--- config.mk ---
export PLATFORM = sky130hd
export DESIGN_NAME = psq_init2_seq
export DESIGN_NICKNAME = d
export VERILOG_FILES = /design/src/psq_init2_seq.v
export VERILOG_INCLUDE_DIRS = /design/src
export SDC_FILE = /design/constraint.sdc
export NUM_CORES = 1
export LEC_CHECK = 0
export BUFFER_PORTS_ARGS = -buffer_cell sky130_fd_sc_hd__buf_2
export CAP_MARGIN = 10
export CELL_PAD_IN_SITES_DETAIL_PLACEMENT = 1
export CELL_PAD_IN_SITES_GLOBAL_PLACEMENT = 1
export CORE_MARGIN = 2
export CORE_UTILIZATION = 40
export DETAILED_ROUTE_END_ITERATION = 10
export MAX_ROUTING_LAYER = met4
export PLACE_DENSITY_LB_ADDON = 0.1
export RECOVER_POWER = 50
export SLEW_MARGIN = 20
export SYNTH_ARGS = -nofsm -noshare
export SYNTH_HDL_FRONTEND = slang
export SYNTH_SLANG_ARGS = --single-unit
export TNS_END_PERCENT = 5
--- constraint.sdc ---
create_clock -name CLK_IN -period 6.33 [get_ports CLK_IN]
set_input_delay 0.3165 -clock CLK_IN [delete_from_list [all_inputs] [get_ports CLK_IN]]
set_output_delay 0.3165 -clock CLK_IN [all_outputs]
set_load 0.02 [all_outputs]
--- src/psq_regs.vh ---
// register offsets, field positions, reset values and timing counts
// for the phase 2 sequencer; definitions only, included by bare name
`ifndef PSQ_REGS_VH
`define PSQ_REGS_VH

// apb byte offsets
`define PSQ_CTRL_OFS      12'h000
`define PSQ_CFG_A_OFS     12'h004
`define PSQ_CFG_B_OFS     12'h008
`define PSQ_SERIAL_OFS    12'h00C
`define PSQ_STATUS_OFS    12'h010

// control field positions
`define PSQ_CTRL_START    0
`define PSQ_CTRL_SYNC     1
`define PSQ_CTRL_EXT      2
`define PSQ_CTRL_DIR_LO   4
`define PSQ_CTRL_RNG_LO   6

// reset values
`define PSQ_CTRL_RST      8'h00
`define PSQ_CFG_A_RST     32'h00000000
`define PSQ_CFG_B_RST     16'h0000
`define PSQ_SERIAL_RST    32'h00000000

// stream shape
`define PSQ_NIBBLES       6'h20
`define PSQ_K_ASYNC       4'h8
`define PSQ_K_SYNC        4'h4
`define PSQ_PROTO_REV     4'h4
`define PSQ_BLOCKS_HI     4'h2
`define PSQ_BLOCKS_LO     4'h0
`define PSQ_TYPE_HI       4'h0
`define PSQ_TYPE_LO       4'h1
`define PSQ_RANGE_BASE    4'h7

// timing
`define PSQ_CLK_PERIOD_NS 40
`define PSQ_ASYNC_PER_NS  228000
`define PSQ_SYNC_PER_NS   500000
`define PSQ_ASYNC_PER_CYC 13'h1644 // 228 us of 40 ns cycles

`endif

--- src/psq_init2_seq.v ---
// phase 2 initialization stream sequencer, 10-bit data mode, with apb
// configuration registers. assumes one 25 MHz clock, an apb master on
// the same clock, a sync pulse arriving from a pin, and offset and
// self-test values from on-chip logic on the same clock.
//
// What this block does
// - each nibble sent as id then data
// - pairs repeated k times, nibbles ascending
// - asynchronous 228 us period uses k of 8
// - synchronous 500 us period uses k of 4
// - nibble one carries protocol revision 0100
// - nibbles two, three carry block count 0010 0000
// - nibbles six, seven carry sensor type 0000 0001
// - nibble eight encodes axis direction setting
// - nibble nine encodes full-scale range
// - nibbles fifteen to eighteen carry julian date
// - nibbles 27 to 31 carry offset, self-test
// - zeros there when extended data disabled
// - last nibble config one high or zero
// - zeros when self-test values not ready
// - extended enable selects offset, self-test insertion
//
// Decided for this implementation: the placing of the registers and the APB interface to the registers.
`timescale 1ns/1ns
`default_nettype none
`include "psq_regs.vh"

module psq_init2_seq #(
   parameter [12:0] ASYNC_PERIOD_CYC = `PSQ_ASYNC_PER_CYC,
   parameter [3:0]  PROD_REV_HI      = 4'h1, // arbitrary factory value
   parameter [3:0]  PROD_REV_LO      = 4'h0  // arbitrary factory value
) (
   // clock and reset
   input  wire        CLK_IN,
   input  wire        RST_N_IN,
   // apb slave
   input  wire        PSEL_IN,
   input  wire        PENABLE_IN,
   input  wire        PWRITE_IN,
   input  wire [11:0] PADDR_IN,
   input  wire [31:0] PWDATA_IN,
   output wire [31:0] PRDATA_OUT,
   output wire        PREADY_OUT,
   output wire        PSLVERR_OUT,
   // sync pulse from the receiver, asynchronous pin
   input  wire        SYNC_PULSE_IN,
   // self-test results, same clock
   input  wire [9:0]  RAW_OFFSET_IN,
   input  wire        OFFSET_VALID_IN,
   input  wire [9:0]  AVG_SELFTEST_IN,
   input  wire        SELFTEST_VALID_IN,
   // transmission stream
   output reg         TX_VALID_OUT,
   output reg  [3:0]  TX_NIBBLE_OUT,
   output reg         TX_IS_ID_OUT,
   output reg         PHASE2_DONE_OUT
);

   // one-hot sequencer states
   localparam [2:0] ST_IDLE = 3'b001;
   localparam [2:0] ST_RUN  = 3'b010;
   localparam [2:0] ST_DONE = 3'b100;

   // configuration, bus and sequencer state
   reg [2:0]  state_q;
   reg [7:0]  ctrl_q;
   reg [31:0] cfg_a_q;
   reg [15:0] cfg_b_q;
   reg [31:0] serial_q;
   reg [31:0] prdata_q;
   reg        pslverr_q;
   reg        start_q;
   reg        sync_meta_q;
   reg        sync_s_q;
   reg        sync_prev_q;
   reg [12:0] timer_q;
   reg [4:0]  nib_q;
   reg [3:0]  rep_q;
   reg        is_data_q;
   reg [9:0]  tx_cnt_q;
   reg        run_sync_q;
   reg        run_ext_q;

   // control and configuration fields by role
   wire       sync_mode = ctrl_q[`PSQ_CTRL_SYNC];
   wire [1:0] dir_sel   = ctrl_q[`PSQ_CTRL_DIR_LO+1:`PSQ_CTRL_DIR_LO];
   wire [1:0] rng_sel   = ctrl_q[`PSQ_CTRL_RNG_LO+1:`PSQ_CTRL_RNG_LO];
   wire [7:0] maker_code_field  = cfg_a_q[7:0];
   wire [7:0] device_config_one = cfg_a_q[15:8];
   wire [7:0] device_config_two = cfg_a_q[23:16];
   wire [7:0] device_config_six = cfg_a_q[31:24];
   wire [7:0] device_config_seven = cfg_b_q[7:0];
   wire [7:0] device_config_eight = cfg_b_q[15:8];
   wire [7:0] serial_byte_zero  = serial_q[7:0];
   wire [7:0] serial_byte_one   = serial_q[15:8];
   wire [7:0] serial_byte_two   = serial_q[23:16];
   wire [7:0] serial_byte_three = serial_q[31:24];

   // julian date fields packed from config seven and eight
   wire [6:0] julian_year  = device_config_seven[6:0];
   wire [3:0] julian_month = {device_config_seven[7],
                              device_config_eight[7:5]};
   wire [4:0] julian_day   = device_config_eight[4:0];

   // apb decode, zero wait states
   wire apb_setup  = PSEL_IN & ~PENABLE_IN;
   wire apb_access = PSEL_IN & PENABLE_IN;
   wire apb_wr     = apb_access & PWRITE_IN;

   // one compare shared by write, read and error decode
   function addr_hit;
      input [11:0] a;
      input [11:0] ofs;
      begin
         addr_hit = (a == ofs);
      end
   endfunction

   // unmapped places answer with an error, not silence
   function mapped;
      input [11:0] a;
      begin
         mapped = addr_hit(a, `PSQ_CTRL_OFS) |
                  addr_hit(a, `PSQ_CFG_A_OFS) |
                  addr_hit(a, `PSQ_CFG_B_OFS) |
                  addr_hit(a, `PSQ_SERIAL_OFS) |
                  addr_hit(a, `PSQ_STATUS_OFS);
      end
   endfunction

   // no wait states, so ready is a constant
   assign PREADY_OUT  = 1'b1;
   assign PRDATA_OUT  = prdata_q;
   assign PSLVERR_OUT = pslverr_q & apb_access;

   // register writes; start bit does not stay set, it only arms a pulse
   always @(posedge CLK_IN or negedge RST_N_IN) begin
      if (!RST_N_IN) begin
         ctrl_q   <= `PSQ_CTRL_RST;
         cfg_a_q  <= `PSQ_CFG_A_RST;
         cfg_b_q  <= `PSQ_CFG_B_RST;
         serial_q <= `PSQ_SERIAL_RST;
         start_q  <= 1'b0;
      end else begin
         start_q <= 1'b0;
         if (apb_wr && addr_hit(PADDR_IN, `PSQ_CTRL_OFS)) begin
            ctrl_q  <= {PWDATA_IN[7:1], 1'b0};
            start_q <= PWDATA_IN[`PSQ_CTRL_START];
         end else if (apb_wr && addr_hit(PADDR_IN, `PSQ_CFG_A_OFS)) begin
            cfg_a_q <= PWDATA_IN;
         end else if (apb_wr && addr_hit(PADDR_IN, `PSQ_CFG_B_OFS)) begin
            cfg_b_q <= PWDATA_IN[15:0];
         end else if (apb_wr && addr_hit(PADDR_IN, `PSQ_SERIAL_OFS)) begin
            serial_q <= PWDATA_IN;
         end
      end
   end

   // read data captured in setup so it stands through the access phase
   always @(posedge CLK_IN or negedge RST_N_IN) begin
      if (!RST_N_IN) begin
         prdata_q  <= 32'h00000000;
         pslverr_q <= 1'b0;
      end else if (apb_setup) begin
         pslverr_q <= ~mapped(PADDR_IN);
         if (PWRITE_IN) begin
            prdata_q <= 32'h00000000;
         end else if (addr_hit(PADDR_IN, `PSQ_CTRL_OFS)) begin
            prdata_q <= {24'h000000, ctrl_q};
         end else if (addr_hit(PADDR_IN, `PSQ_CFG_A_OFS)) begin
            prdata_q <= cfg_a_q;
         end else if (addr_hit(PADDR_IN, `PSQ_CFG_B_OFS)) begin
            prdata_q <= {16'h0000, cfg_b_q};
         end else if (addr_hit(PADDR_IN, `PSQ_SERIAL_OFS)) begin
            prdata_q <= serial_q;
         end else if (addr_hit(PADDR_IN, `PSQ_STATUS_OFS)) begin
            // only the low byte of the count fits above the index
            prdata_q <= {tx_cnt_q[7:0], 3'h0, nib_q,
                         4'h0, rep_q, 5'h00, state_q};
         end else begin
            prdata_q <= 32'h00000000;
         end
      end
   end

   // two-stage synchroniser for the sync pin, edge taken after stage two
   always @(posedge CLK_IN or negedge RST_N_IN) begin
      if (!RST_N_IN) begin
         sync_meta_q <= 1'b0;
         sync_s_q    <= 1'b0;
         sync_prev_q <= 1'b0;
      end else begin
         sync_meta_q <= SYNC_PULSE_IN;
         sync_s_q    <= sync_meta_q;
         sync_prev_q <= sync_s_q;
      end
   end

   // only stage two feeds the edge; stage one may be metastable
   wire sync_edge = sync_s_q & ~sync_prev_q;

   // slot timer for asynchronous mode, held at zero outside the run state
   wire timer_done = (timer_q == ASYNC_PERIOD_CYC - 13'h0001);

   always @(posedge CLK_IN or negedge RST_N_IN) begin
      if (!RST_N_IN) begin
         timer_q <= 13'h0000;
      end else if (state_q != ST_RUN || timer_done) begin
         timer_q <= 13'h0000;
      end else begin
         timer_q <= timer_q + 13'h0001;
      end
   end

   // one transmission slot per sync pulse or per timer period
   wire slot = run_sync_q ? sync_edge : timer_done;
   // repetition count follows the mode latched at start
   wire [3:0] k_rep = run_sync_q ? `PSQ_K_SYNC : `PSQ_K_ASYNC;
   wire last_rep = (rep_q == k_rep - 4'h1);
   wire last_nib = (nib_q == 5'h1F);

   // data nibble for a given position in the stream
   function [3:0] nib_value;
      input [4:0] n;
      input       ext;
      input       ofs_ok;
      input       st_ok;
      reg   [3:0] v;
      reg         ok_o;
      reg         ok_s;
      begin
         v    = 4'h0;
         ok_o = ext & ofs_ok;
         ok_s = ext & st_ok;
         case (n)
            5'd0:  v = `PSQ_PROTO_REV;
            5'd1:  v = `PSQ_BLOCKS_HI;
            5'd2:  v = `PSQ_BLOCKS_LO;
            5'd3:  v = maker_code_field[7:4];
            5'd4:  v = maker_code_field[3:0];
            5'd5:  v = `PSQ_TYPE_HI;
            5'd6:  v = `PSQ_TYPE_LO;
            5'd7:  v = {dir_sel, 2'b00};
            5'd8:  v = `PSQ_RANGE_BASE + {2'b00, rng_sel};
            5'd9:  v = device_config_two[7:4];
            5'd10: v = device_config_two[3:0];
            5'd11: v = PROD_REV_HI;
            5'd12: v = PROD_REV_LO;
            5'd13: v = device_config_six[3:0];
            5'd14: v = julian_year[6:3];
            5'd15: v = {julian_year[2:0], julian_month[3]};
            5'd16: v = {julian_month[2:0], julian_day[4]};
            5'd17: v = julian_day[3:0];
            5'd18: v = serial_byte_zero[7:4];
            5'd19: v = serial_byte_zero[3:0];
            5'd20: v = serial_byte_one[7:4];
            5'd21: v = serial_byte_one[3:0];
            5'd22: v = serial_byte_two[7:4];
            5'd23: v = serial_byte_two[3:0];
            5'd24: v = serial_byte_three[7:4];
            5'd25: v = serial_byte_three[3:0];
            5'd26: v = ok_o ? RAW_OFFSET_IN[3:0] : 4'h0;
            5'd27: v = ok_o ? RAW_OFFSET_IN[7:4] : 4'h0;
            5'd28: v = {ok_s ? AVG_SELFTEST_IN[1:0] : 2'b00,
                        ok_o ? RAW_OFFSET_IN[9:8] : 2'b00};
            5'd29: v = ok_s ? AVG_SELFTEST_IN[5:2] : 4'h0;
            5'd30: v = ok_s ? AVG_SELFTEST_IN[9:6] : 4'h0;
            5'd31: v = ext ? device_config_one[7:4] : 4'h0;
            default: v = 4'h0;
         endcase
         nib_value = v;
      end
   endfunction

   // sequencer: id then data, k pairs per nibble, nibbles ascending
   always @(posedge CLK_IN or negedge RST_N_IN) begin
      if (!RST_N_IN) begin
         state_q    <= ST_IDLE;
         nib_q      <= 5'h00;
         rep_q      <= 4'h0;
         is_data_q  <= 1'b0;
         tx_cnt_q   <= 10'h000;
         run_sync_q <= 1'b0;
         run_ext_q  <= 1'b0;
      end else begin
         case (state_q)
            ST_IDLE, ST_DONE: begin
               // mode is frozen for the whole phase so k cannot change
               if (start_q) begin
                  state_q    <= ST_RUN;
                  nib_q      <= 5'h00;
                  rep_q      <= 4'h0;
                  is_data_q  <= 1'b0;
                  tx_cnt_q   <= 10'h000;
                  run_sync_q <= sync_mode;
                  run_ext_q  <= ctrl_q[`PSQ_CTRL_EXT];
               end
            end
            ST_RUN: begin
               if (slot) begin
                  tx_cnt_q  <= tx_cnt_q + 10'h001;
                  is_data_q <= ~is_data_q;
                  if (is_data_q) begin
                     if (!last_rep) begin
                        rep_q <= rep_q + 4'h1;
                     end else if (!last_nib) begin
                        rep_q <= 4'h0;
                        nib_q <= nib_q + 5'h01;
                     end else begin
                        state_q <= ST_DONE;
                     end
                  end
               end
            end
            default: state_q <= ST_IDLE;
         endcase
      end
   end

   // stream outputs registered, one-cycle valid per slot
   always @(posedge CLK_IN or negedge RST_N_IN) begin
      if (!RST_N_IN) begin
         TX_VALID_OUT    <= 1'b0;
         TX_NIBBLE_OUT   <= 4'h0;
         TX_IS_ID_OUT    <= 1'b0;
         PHASE2_DONE_OUT <= 1'b0;
      end else begin
         TX_VALID_OUT    <= (state_q == ST_RUN) & slot;
         PHASE2_DONE_OUT <= (state_q == ST_DONE);
         if (state_q == ST_RUN && slot) begin
            TX_IS_ID_OUT <= ~is_data_q;
            if (is_data_q) begin
               TX_NIBBLE_OUT <= nib_value(nib_q, run_ext_q,
                                          OFFSET_VALID_IN,
                                          SELFTEST_VALID_IN);
            end else begin
               TX_NIBBLE_OUT <= nib_q[3:0];
            end
         end
      end
   end

endmodule
`default_nettype wire

==> results.md, run 1 <==
- Crit path time final: between 4000 and 5000 ps
- Period utilization: a little under two thirds
- Hold Path Class: primary input to async pin
- Clk slew on worst S/H paths: 80 ps
- Input/output buffers: between 100 and 150
- Flop pwr share: between 40% and 50%
- Power density cells: between 200 and 250 nW/um^2
- I/O pin total: between 100 and 150
- Die H: about 150 um
- Sequential element share of the synthesized area: a little under half
- Unrepaired setup endpoints after global routing: false
- Internal Power: ~1700 uW
- F_max: 248 MHz
- Switching fraction of total power: about a quarter
- Initial Utilization: just over 40%
- Final Wtd Congestion: between 0.9 and 1
- Worst-margin pin slew: 2820 ps
- Status: finished, violations left
- CTS tree: done
- Total Routing Usage GR: a little over a quarter
- Vias: 7100
- Critical R2R Launch: nib_q[0]
- Final Hold Vio Count: 11
- FF-to-FF End: TX_NIBBLE_OUT[3]
- Comb pwr share: ~3.8%
- Crit Path Category: primary input to register
- H-tree level count: 4
- Finish-stage setup viols: 0
- Failing checks: negative hold slack, max-capacitance violations, max-slew violations
- Resized cells post-CTS: 0
- Capturing element type of the critical path: register
- Mapped Nets: 923
- Worst-Skew Late Latency: ~440 ps
- Drt total wl: ~30 mm
- DP HPWL: a little over 20 mm
- Share of layout cells above drive strength 1: 22.6%
- Max Fanout on Critical Path: between 40 and 50
- Number of synthesized flops with an enable pin: 0
- Pin count of the biggest net entering global routing: 101
- Worst clock skew: ~18 ps
- Drt pass-1 iters: 5
- Area growth syn-to-layout: 14.7%
- Synth Warn #: 0
- Initial antenna violation count: 0
- Sw power: ~600 uW
- Count of cell types in the netlist: 74
- First-pass GRT wire length: 45.8 mm
- Width of the die: 153 um
- FILL cells: 2475
- Clk pwr share: between 40 and 50%
- Relative slew slack: -87.8%
- Top_reg_cell synth: dfrtp_1
- R2r setup slk: ~3400 ps
- Die area: approximately 23000 um^2
- Maximum buffer depth of the clock tree: 2
- VDD IR-drop max: approximately 0.00013 V
- Core area: between 20000 and 25000 um^2
- TritonCTS Sinks: 167
- Pleak: roughly 0.0045 uW
- Syn_area_per_cell: approximately 11 um^2
- Max Cap Violations: 2
- Number of buffers created by CTS: 17
- Reg2reg path depth: 9
- Routed Antenna Nets: 0
- Grt total ovfl: 0
- DRC Markers: 0
- WP data required: ~6700 ps
- Arrival time at the worst endpoint: ~4400 ps
- Async SR Flop Fraction: between 90% and 100%
- Setup TNS: 0 ps
- Post-Synthesis Cells: between 800 and 900
- Post-Syn Area: between 8000 and 9000 um^2
- Nets: just over 1000
- FF+latch count, synth: approximately 170
- Fin. max-slew vios: 75
- Row count: 54
- Vias in the first global route: approximately 7600
- CTS Root Cell: clkbuf_16
- Avg WL per Cell: about 24 um
- Hold_ws: -20.1 ps
- Iter 0 DRT Violations: between 400 and 500
- CP Launch Type: primary input
- Vias/cell: 5.80
- ANT cells: 0
[layout make-up]
type / instances / area [um^2] / area share, %
clock inverter: 15 / 210 / 2.07
inverter: 24 / 90.1 / 0.885
clock buffer: 17 / 425 / 4.18
multi-input combinational: 599 / 4340 / 42.6
tap: 280 / 350 / 3.44
sequential: 167 / 4180 / 41.1
timing repair buffer: 122 / 586 / 5.75
[kinds of logic after synthesis]
group / synth area share [%]
compound gates: 15.2
fa+ha+maj: 1.55
xor+xnor: 1.97
other cells: 0.0423
mux: 15.8
buf+inv: 3.88
simple gates: 14.5
flops: 47.1
[worst max path at each step]
stage | from | to | slack [ps] | cells after the start
detailed placement | nib_q[0] | TX_NIBBLE_OUT[3] | 3430 | 9
floorplan | nib_q[0] | rep_q[2] | 3940 | 10
global route | PADDR_IN[3] | serial_q[27] | 2100 | 4
global placement | nib_q[0] | TX_NIBBLE_OUT[3] | 3620 | 9
finish | PADDR_IN[3] | serial_q[25] | 2290 | 4
CTS | nib_q[0] | TX_NIBBLE_OUT[3] | 3400 | 9
[placed cells by master, fill, tap and decap left out, drive strengths merged, types with 3 or more instances in the layout]
cell,synthesis,final
dfrtp,166,166
mux2,90,90
o21ai,85,85
buf,26,78
nand2,68,68
clkbuf,24,60
nor2,55,55
a21oi,49,49
nand3,36,36
inv,22,27
mux2i,25,25
a22oi,18,18
nor3,16,16
nor2b,13,13
a211oi,12,12
ha,11,11
clkinv,2,11
and3,10,10
xnor2,10,10
xor2,10,10
nand2b,8,8
nand4,8,8
nand3b,7,7
a22o,6,6
a32oi,5,5
o31ai,5,5
nor3b,4,4
a31oi,3,3
a211o,3,3
a311oi,3,3
a221o,3,3
a32o,3,3
nor4,3,3
[per-stage QoR]
step | std cells | instance area [um^2] | worst slack, ps | power [uW] | util [%]
after detailed placement | 1191 | 9610 | 3430 | 1180 | 44.0
after floorplan | 840 | 8870 | 3940 | 1110 | -
after global placement | 1191 | 9610 | 3620 | 1170 | 44.0
after CTS | 1224 | 10300 | 3400 | 2300 | 47.0
after global routing | 1224 | 10200 | 2100 | 2340 | 46.6
final | 1224 | 10200 | 2290 | 2270 | 46.6
[critical path, stage by stage]
cell      delay (ps)
buf_2             80
clkbuf_1        1980
nand3_4         1310
mux2_4           610
[power by group through the flow]
stage                     Sequential (uW)  Combinational, uW  Clock (uW)
final                                1070               85.6        1110
after global routing                 1070               94.2        1180
after CTS                            1070               86.8        1140
after detailed placement             1090               86.3           0
after global placement               1090               83.1           0
after floorplan                      1090               21.6           0
[state kept, by name (all words and copies together), names as in the netlist, 3 cells and up]
signal / cells
tx_cnt_q: 8
serial_q: 32
nib_q: 5
TX_NIBBLE_OUT: 4
rep_q: 4
cfg_a_q: 32
state_q: 3
cfg_b_q: 16
PRDATA_OUT: 32
ctrl_q: 7
timer_q: 13
[cells in the mapped netlist, types with 11 or more instances]
cell,number,area [um^2]
mux2_1,19,214
o21ai_1,28,140
mux2_4,30,450
clkbuf_1,24,90.1
nand2_1,68,255
buf_2,14,70.1
a211oi_1,11,82.6
o21ai_0,55,275
mux2_2,41,462
nor2_1,53,199
a22oi_1,18,135
a21oi_2,11,96.3
a21oi_1,38,190
nor3_1,14,70.1
nor2b_1,13,81.3
mux2i_1,25,250
nand3_1,35,175
dfrtp_1,166,4150
ha_1,11,138
inv_1,20,75.1
[layer usage]
layer | global-route usage (%) | wire length (um)
met5 | - | 0
met4 | 8.95 | 758
met3 | 3.43 | 943
met2 | 42.0 | 14300
met1 | 34.9 | 13300
[repair_timing]
item	CTS	global route
hold buffers	1	0
hold endpoints to repair	1	0
setup buffers	0	0
(Power assumes the default switching activity.)
==> run 2: changes to the inputs <==
==> constraint.sdc (replaced) <==
create_clock -name CLK_IN -period 3.8 [get_ports CLK_IN]
set_input_delay 0.19 -clock CLK_IN [delete_from_list [all_inputs] [get_ports CLK_IN]]
set_output_delay 0.19 -clock CLK_IN [all_outputs]
set_load 0.02 [all_outputs]
==> results.md, run 2 (synthesis gave the netlist of run 1 again) <==
- Area growth syn-to-layout: 16.1%
- CTS Root Cell: clkbuf_16
- Clk slew on worst S/H paths: 70 ps (about the same)
- Die area: 23400 um^2 (unchanged)
- Number of buffers created by CTS: 17 (unchanged)
- Worst-Skew Late Latency: 440 ps (about the same)
- I/O pin total: 113 (unchanged)
- Routed Antenna Nets: 0 (unchanged)
- Core area: 21800 um^2 (unchanged)
- Grt total ovfl: 0 (unchanged)
- Unrepaired setup endpoints after global routing: false
- Final Hold Vio Count: 0 (-11)
- Nets: 1033 (+1.9%)
- Relative slew slack: -36.8% (+51 points)
- Initial antenna violation count: 0 (unchanged)
- Row count: 54 (unchanged)
- R2r setup slk: 750 ps (-2600 ps)
- DP HPWL: 20.9 mm (+0.52%)
- Avg WL per Cell: 23.3 um (-2.6%)
- Initial Utilization: 40.6% (unchanged)
- Final Wtd Congestion: 0.867 (-4.9%)
- TritonCTS Sinks: 167 (unchanged)
- Crit Path Category: register to register
- Crit path time final: 3050 ps
- FF-to-FF End: TX_NIBBLE_OUT[3]
- Die H: 153 um (unchanged)
- Worst setup path startpoint: nib_q[0]
- Total Routing Usage GR: 26.0% (-0.37 points)
- Pleak: 0.00457 uW (+1.2%)
- Clk pwr share: 47.3% (-1.7 points)
- Power density cells: 357 nW/um^2 (+60%)
- Fin. max-slew vios: 75 (unchanged)
- Status: finished, violations left
- Placed Instances: 1194 (+0.25%)
- Setup Fix Bufs, Post-CTS: 0 (unchanged)
- Most common cell after layout, fill and taps aside: dfrtp_1
- Arrival time at the worst endpoint: 3330 ps (-1030 ps)
- Failing checks: max-capacitance violations, max-slew violations
- CTS tree: done
- Hold Path Class: primary input to register
- Max Fanout on Critical Path: 17 (-59%)
- Switching fraction of total power: 26.1% (-0.28 points)
- Worst clock skew: 11.6 ps (-5.92 ps)
- Vias: 7102 (+0.028%)
- Commonest non-fill, non-tap cells in the layout: 166 x dfrtp_1, 69 x buf_2, 68 x nand2_1, 55 x o21ai_0, 53 x nor2_1
- Iter 0 DRT Violations: 452 (+6.4%)
- Internal Power: 2720 uW (+63%)
- Sw power: 958 uW (+60%)
- WP data required: 4080 ps (-2570 ps)
- ANT cells: 0 (unchanged)
- Drt total wl: 29.0 mm (-1.1%)
- Resized cells post-CTS: 0 (unchanged)
- Input/output buffers: 111 (unchanged)
- DRC Markers: 0 (unchanged)
- Width of the die: 153 um (unchanged)
- Vias/cell: 5.71 (-1.5%)
- Maximum buffer depth of the clock tree: 2 (unchanged)
- CP Launch Type: register
- FILL cells: 2439 (-1.5%)
- Finish-stage setup viols: 0 (unchanged)
- Worst-margin pin slew: 2050 ps (-765 ps)
- Pin count of the biggest net entering global routing: 76 (-25%)
- H-tree level count: 4 (unchanged)
- Flop pwr share: 48.5% (+1.3 points)
- Capturing element type of the critical path: register
- Setup TNS: 0 ps (unchanged)
- Hold_ws: 16.9 ps (+37.0 ps)
- Vias in the first global route: 7545 (-0.25%)
- Comb pwr share: 4.2% (+0.4 points)
- Critical R2R Launch: nib_q[0]
- CP endpoint: TX_NIBBLE_OUT[3]
- Reg2reg path depth: 9 (unchanged)
- Period utilization: roughly 80%
- Drt pass-1 iters: 5 (unchanged)
- Max Cap Violations: 1 (-1)
- Final non-filler cell total: 1243 (+1.6%)
- Share of layout cells above drive strength 1: 22.4% (-0.13 points)
- F_max: 328 MHz
- VDD IR-drop max: 0.000249 V (+95%)
- First-pass GRT wire length: 45.4 mm (-0.86%)
[run 2: cell types whose count changed in the layout (fill, tap and decap cells not counted), sizes merged]
| cell | before | now |
|---|---|---|
| buf | 78 | 81 |
| clkinvlp | 0 | 4 |
| dlygate4sd3 | 1 | 17 |
| bufinv | 1 | 0 |
| clkinv | 11 | 5 |
| inv | 27 | 30 |
[run 2: power groups by stage]
| stage | Sequential [uW] | Combinational [uW] | Clock, uW |
|---|---|---|---|
| 2_1_floorplan | 1820 | 36.0 | 0 |
| 3_3_place_gp | 1820 | 141 | 0 |
| 3_5_place_dp | 1820 | 145 | 0 |
| 4_1_cts | 1780 | 160 | 1770 |
| 5_1_grt | 1780 | 170 | 1840 |
| 6_report | 1780 | 154 | 1740 |
[run 2: per-layer routing]
metal	GRT usage [%]	vias up	routed length, um
li1	-	3247	-
met2	42.4	160	14400
met3	3.29	27	1100
met4	6.61	0	537
met5	-	-	0
met1	34.5	3668	12900
[run 2: worst min path at each step]
stage | start | end | slack (ps) | cells after the start
5_1_grt | PWDATA_IN[7] | cfg_a_q[7] | 10 | 2
4_1_cts | PWDATA_IN[13] | cfg_b_q[13] | 4 | 2
6_report | PWDATA_IN[26] | cfg_a_q[26] | 20 | 2
2_1_floorplan | RST_N_IN | PHASE2_DONE_OUT | -110 | 0
3_5_place_dp | RST_N_IN | timer_q[6] | 280 | 1
3_3_place_gp | RST_N_IN | timer_q[6] | 270 | 1
[run 2: repair_timing]
| action | in CTS | in global routing |
|---|---|---|
| hold endpoints to repair | 93 | 0 |
| endpoints found under the setup margin | 0 | 0 |
| hold buffers | 17 | 0 |
[run 2: through the flow]
| stage | power, uW | cell area, um^2 | setup WS [ps] | util [%] |
|---|---|---|---|---|
| 4_1_cts | 3710 | 10400 | 826 | 47.6 |
| 2_1_floorplan | 1850 | 8870 | 1410 | - |
| 3_3_place_gp | 1960 | 9640 | 994 | 44.2 |
| 6_report | 3670 | 10300 | 753 | 47.2 |
| 5_1_grt | 3790 | 10300 | 477 | 47.2 |
| 3_5_place_dp | 1960 | 9640 | 862 | 44.2 |
[run 2: layout make-up]
| type | instances | area [um^2] | share of cell area (%) |
|---|---|---|---|
| Tap cell | 280 | 350 | 3.40 |
| Inverter | 24 | 90.1 | 0.875 |
| Multi-Input combinational cell | 599 | 4310 | 41.9 |
| Timing Repair Buffer | 141 | 782 | 7.59 |
| Clock buffer | 17 | 425 | 4.13 |
| Clock inverter | 15 | 159 | 1.54 |
| Sequential cell | 167 | 4180 | 40.6 |
[run 2: critical path: stages, from the launching register on]
cell and delay, ps:
dfrtp_1 440, ha_1 510, and3_1 360, ha_1 280, a32oi_1 250, o21ai_0 160
a311oi_1 240, nand4_1 120, nor3_1 380, o221ai_1 160
==> run 3: changes to the inputs <==
--- a/config.mk
+++ b/config.mk
@@ -6,6 +6,7 @@
 export SDC_FILE = /design/constraint.sdc
 export NUM_CORES = 1
 export LEC_CHECK = 0
+export ABC_AREA = 1
 export BUFFER_PORTS_ARGS = -buffer_cell sky130_fd_sc_hd__buf_2
 export CAP_MARGIN = 10
 export CELL_PAD_IN_SITES_DETAIL_PLACEMENT = 1
==> constraint.sdc (replaced) <==
create_clock -name CLK_IN -period 2.9 [get_ports CLK_IN]
set_input_delay 0.145 -clock CLK_IN [delete_from_list [all_inputs] [get_ports CLK_IN]]
set_output_delay 0.145 -clock CLK_IN [all_outputs]
set_load 0.02 [all_outputs]
==> results.md, run 3 <==
- Most common cell after layout, fill and taps aside: nand2_1
- Share of layout cells above drive strength 1: 11.6% (-11 points)
- Vias: 8622 (+21%)
- Tot Pwr: 5170 uW (+41%)
- Most numerous cell in the Yosys netlist: nand2_1
- Pleak: 0.00531 uW (+16%)
- Number of synthesized flops with an enable pin: 0 (unchanged)
- Input/output buffers: 111 (unchanged)
- FF-to-FF End: rep_q[1]
- Setup Fix Bufs, Post-CTS: 0 (unchanged)
- DP HPWL: 23.0 mm (+10%)
- Setup TNS: 0 ps (unchanged)
- Capturing element type of the critical path: register
- Avg WL per Cell: 19.1 um (-18%)
- Reg2reg path depth: 9 (unchanged)
- Crit path time final: 2430 ps (-617 ps)
- H-tree level count: 4 (unchanged)
- Vias/cell: 5.27 (-7.8%)
- Final Hold Vio Count: 0 (unchanged)
- Core area: 22000 um^2 (+0.62%)
- Initial antenna violation count: 0 (unchanged)
- Clk slew on worst S/H paths: 80 ps (about the same)
- Sequential element share of the synthesized area: 46.3% (-0.78 points)
- Resized cells post-CTS: 0 (unchanged)
- Finished Cell Area: 10600 um^2 (+3.0%)
- Finish-stage setup viols: 0 (unchanged)
- I/O pin total: 113 (unchanged)
- FF+latch count, synth: 167 (unchanged)
- Final Wtd Congestion: 0.924 (+6.7%)
- Nets: 1426 (+38%)
- Power density cells: 487 nW/um^2 (+37%)
- Maximum buffer depth of the clock tree: 2 (unchanged)
- DRC Markers: 0 (unchanged)
- Iter 0 DRT Violations: 526 (+16%)
- Row count: 54 (unchanged)
- Max Cap Violations: 1 (unchanged)
- Hold Crit Depth: 3 (+1)
- Fin. max-slew vios: 72 (-4.0%)
- Worst-margin pin slew: 1990 ps (-67.0 ps)
- Hold path startpoint: PWDATA_IN[8]
- F_max: 411 MHz (+25%)
- Crit Path Category: register to register
- Setup slack at placement: 501 ps (-361 ps)
- Grt total ovfl: 0 (unchanged)
- Top cell type's share of synthesized area: 46.0% (-0.78 points)
- Post-Synthesis Cells: 1225 (+46%)
- Count of cell types in the netlist: 42 (-43%)
- Async SR Flop Fraction: 100% (unchanged)
- Number of buffers created by CTS: 17 (unchanged)
- TritonCTS Sinks: 167 (unchanged)
- Worst-Skew Late Latency: 440 ps (about the same)
- CTS tree: done
- Critical R2R Launch: nib_q[0]
- WP data required: 3200 ps (-880 ps)
- Initial Utilization: 41.1% (+0.43 points)
- Pin count of the biggest net entering global routing: 74 (-2.6%)
- Hold Path Class: primary input to register
- Period utilization: 83.8% (+3.6 points)
- Drt total wl: 31.2 mm (+7.8%)
- Arrival time at the worst endpoint: 2730 ps (-600 ps)
- Die area: 23800 um^2 (+1.6%)
- Synth Warn #: 0 (unchanged)
- PnR worst setup slack: 469 ps (-283 ps)
- Relative slew slack: -32.3% (+4.5 points)
- CTS Root Cell: clkbuf_16
- Top_reg_cell synth: dfrtp_1
- Unrepaired setup endpoints after global routing: false
- Yosys top cell by area: dfrtp_1
- Commonest non-fill, non-tap cells in the layout: 373 x nand2_1, 166 x dfrtp_1, 147 x o21ai_0, 131 x inv_1, 122 x nor2_1
- Post-Syn Area: 9020 um^2 (+1.7%)
- Drt pass-1 iters: 5 (unchanged)
- Die H: 154 um (+0.82%)
- Hold path endpoint: cfg_a_q[8]
- ANT cells: 0 (unchanged)
- Routed Antenna Nets: 0 (unchanged)
- Syn_area_per_cell: 7.36 um^2 (-30%)
- Status: finished, violations left
- Max Fanout on Critical Path: 17 (unchanged)
- Vias in the first global route: 8801 (+17%)
- CP Launch Type: register
- Worst clock skew: 13.1 ps (+1.51 ps)
- Hold-fix buffers, CTS: 18 (+1)
- R2r setup slk: 470 ps (-280 ps)
- First-pass GRT wire length: 49.7 mm (+9.3%)
- VDD IR-drop max: 0.000321 V (+29%)
- Top post-synthesis cells by area: dfrtp_1 46%, nand2_1 16%, o21ai_0 8.2%
- Width of the die: 154 um (+0.82%)
- Failing checks: max-capacitance violations, max-slew violations
- Mapped Nets: 1308 (+42%)
- Total Routing Usage GR: 27.9% (+1.9 points)
- DP Area: 9880 um^2 (+2.5%)
- Area growth syn-to-layout: 17.7%
- Most frequent cells after synthesis: 373 x nand2_1, 166 x dfrtp_1, 147 x o21ai_0
## run 3: changes by cell type after synthesis, sizes merged, moves of 24 or more
| cell | change |
|---|---|
| a21oi | -30 |
| inv | +114 |
| mux2 | -89 |
| mux2i | -25 |
| nand2 | +309 |
| nand3 | +34 |
| nand4 | +24 |
| nor2 | +75 |
| o21ai | +74 |
## run 3: routing by layer
metal  track usage (%)  vias to the layer above  share of wire (%)
li1                  -                     4185                  -
met1              36.6                     4190                 45
met2              45.0                      199                 48
met3              4.74                       48                4.1
met4              7.43                        0                2.4
met5                 -                        -                  0
## run 3: worst max-delay path by stage
| stage | start | endpoint | slack (ps) | cells past startpoint |
|---|---|---|---|---|
| finish | nib_q[0] | rep_q[1] | 470 | 9 |
| global route | nib_q[4] | TX_NIBBLE_OUT[2] | 210 | 13 |
| CTS | nib_q[0] | TX_NIBBLE_OUT[2] | 490 | 13 |
| detailed placement | nib_q[0] | rep_q[2] | 500 | 9 |
| global placement | nib_q[0] | TX_NIBBLE_OUT[2] | 580 | 13 |
| floorplan | nib_q[0] | TX_NIBBLE_OUT[2] | 860 | 15 |
## run 3: final cells by class
class | count | area, um^2
sequential | 167 | 4180
multi-input combinational | 870 | 4080
clock inverter | 15 | 184
inverter | 138 | 518
tap | 280 | 350
timing repair buffer | 149 | 875
fill | 2812 | 11300
clock buffer | 17 | 425
## run 3: power by group
group	total, uW	internal (uW)	leakage [uW]	switching (uW)
sequential	2380	2350	0.00230	22.2
combinational	379	119	0.00271	259
clock	2420	1310	0.000303	1100
total	5170	3790	0.00531	1390
## run 3: critical path, stage by stage (launching register included)
cell,delay (ps)
dfrtp_1,470
ha_1,620
inv_1,90
nor2_1,220
ha_1,330
nand2_1,80
nand2_1,110
nand2_1,60
nand3_1,200
o21ai_0,120
## run 3: logic make-up (layout without fill, tap and decap cells)
kind of cell	count (synthesis)	in the layout	share of synthesized area [%]
AND/OR/NAND/NOR	638	638	30.2
AO/OA/AOI/OAI	211	211	12.6
buffers and inverters	188	319	8.41
flip-flops	167	167	46.3
adder cells (fa/ha/maj)	11	11	1.53
XOR/XNOR	8	8	0.777
other	1	1	0.0416
multiplexers	1	1	0.125
## run 3: per-stage QoR
| stage | hold slack, ps | instances | util, % |
|---|---|---|---|
| 2_1_floorplan | -151 | 1225 | - |
| 3_3_place_gp | 228 | 1586 | 45.0 |
| 3_5_place_dp | 240 | 1586 | 45.0 |
| 4_1_cts | 1.68 | 1636 | 48.6 |
| 5_1_grt | 13.1 | 1636 | 48.3 |
| 6_report | 0.202 | 1636 | 48.3 |
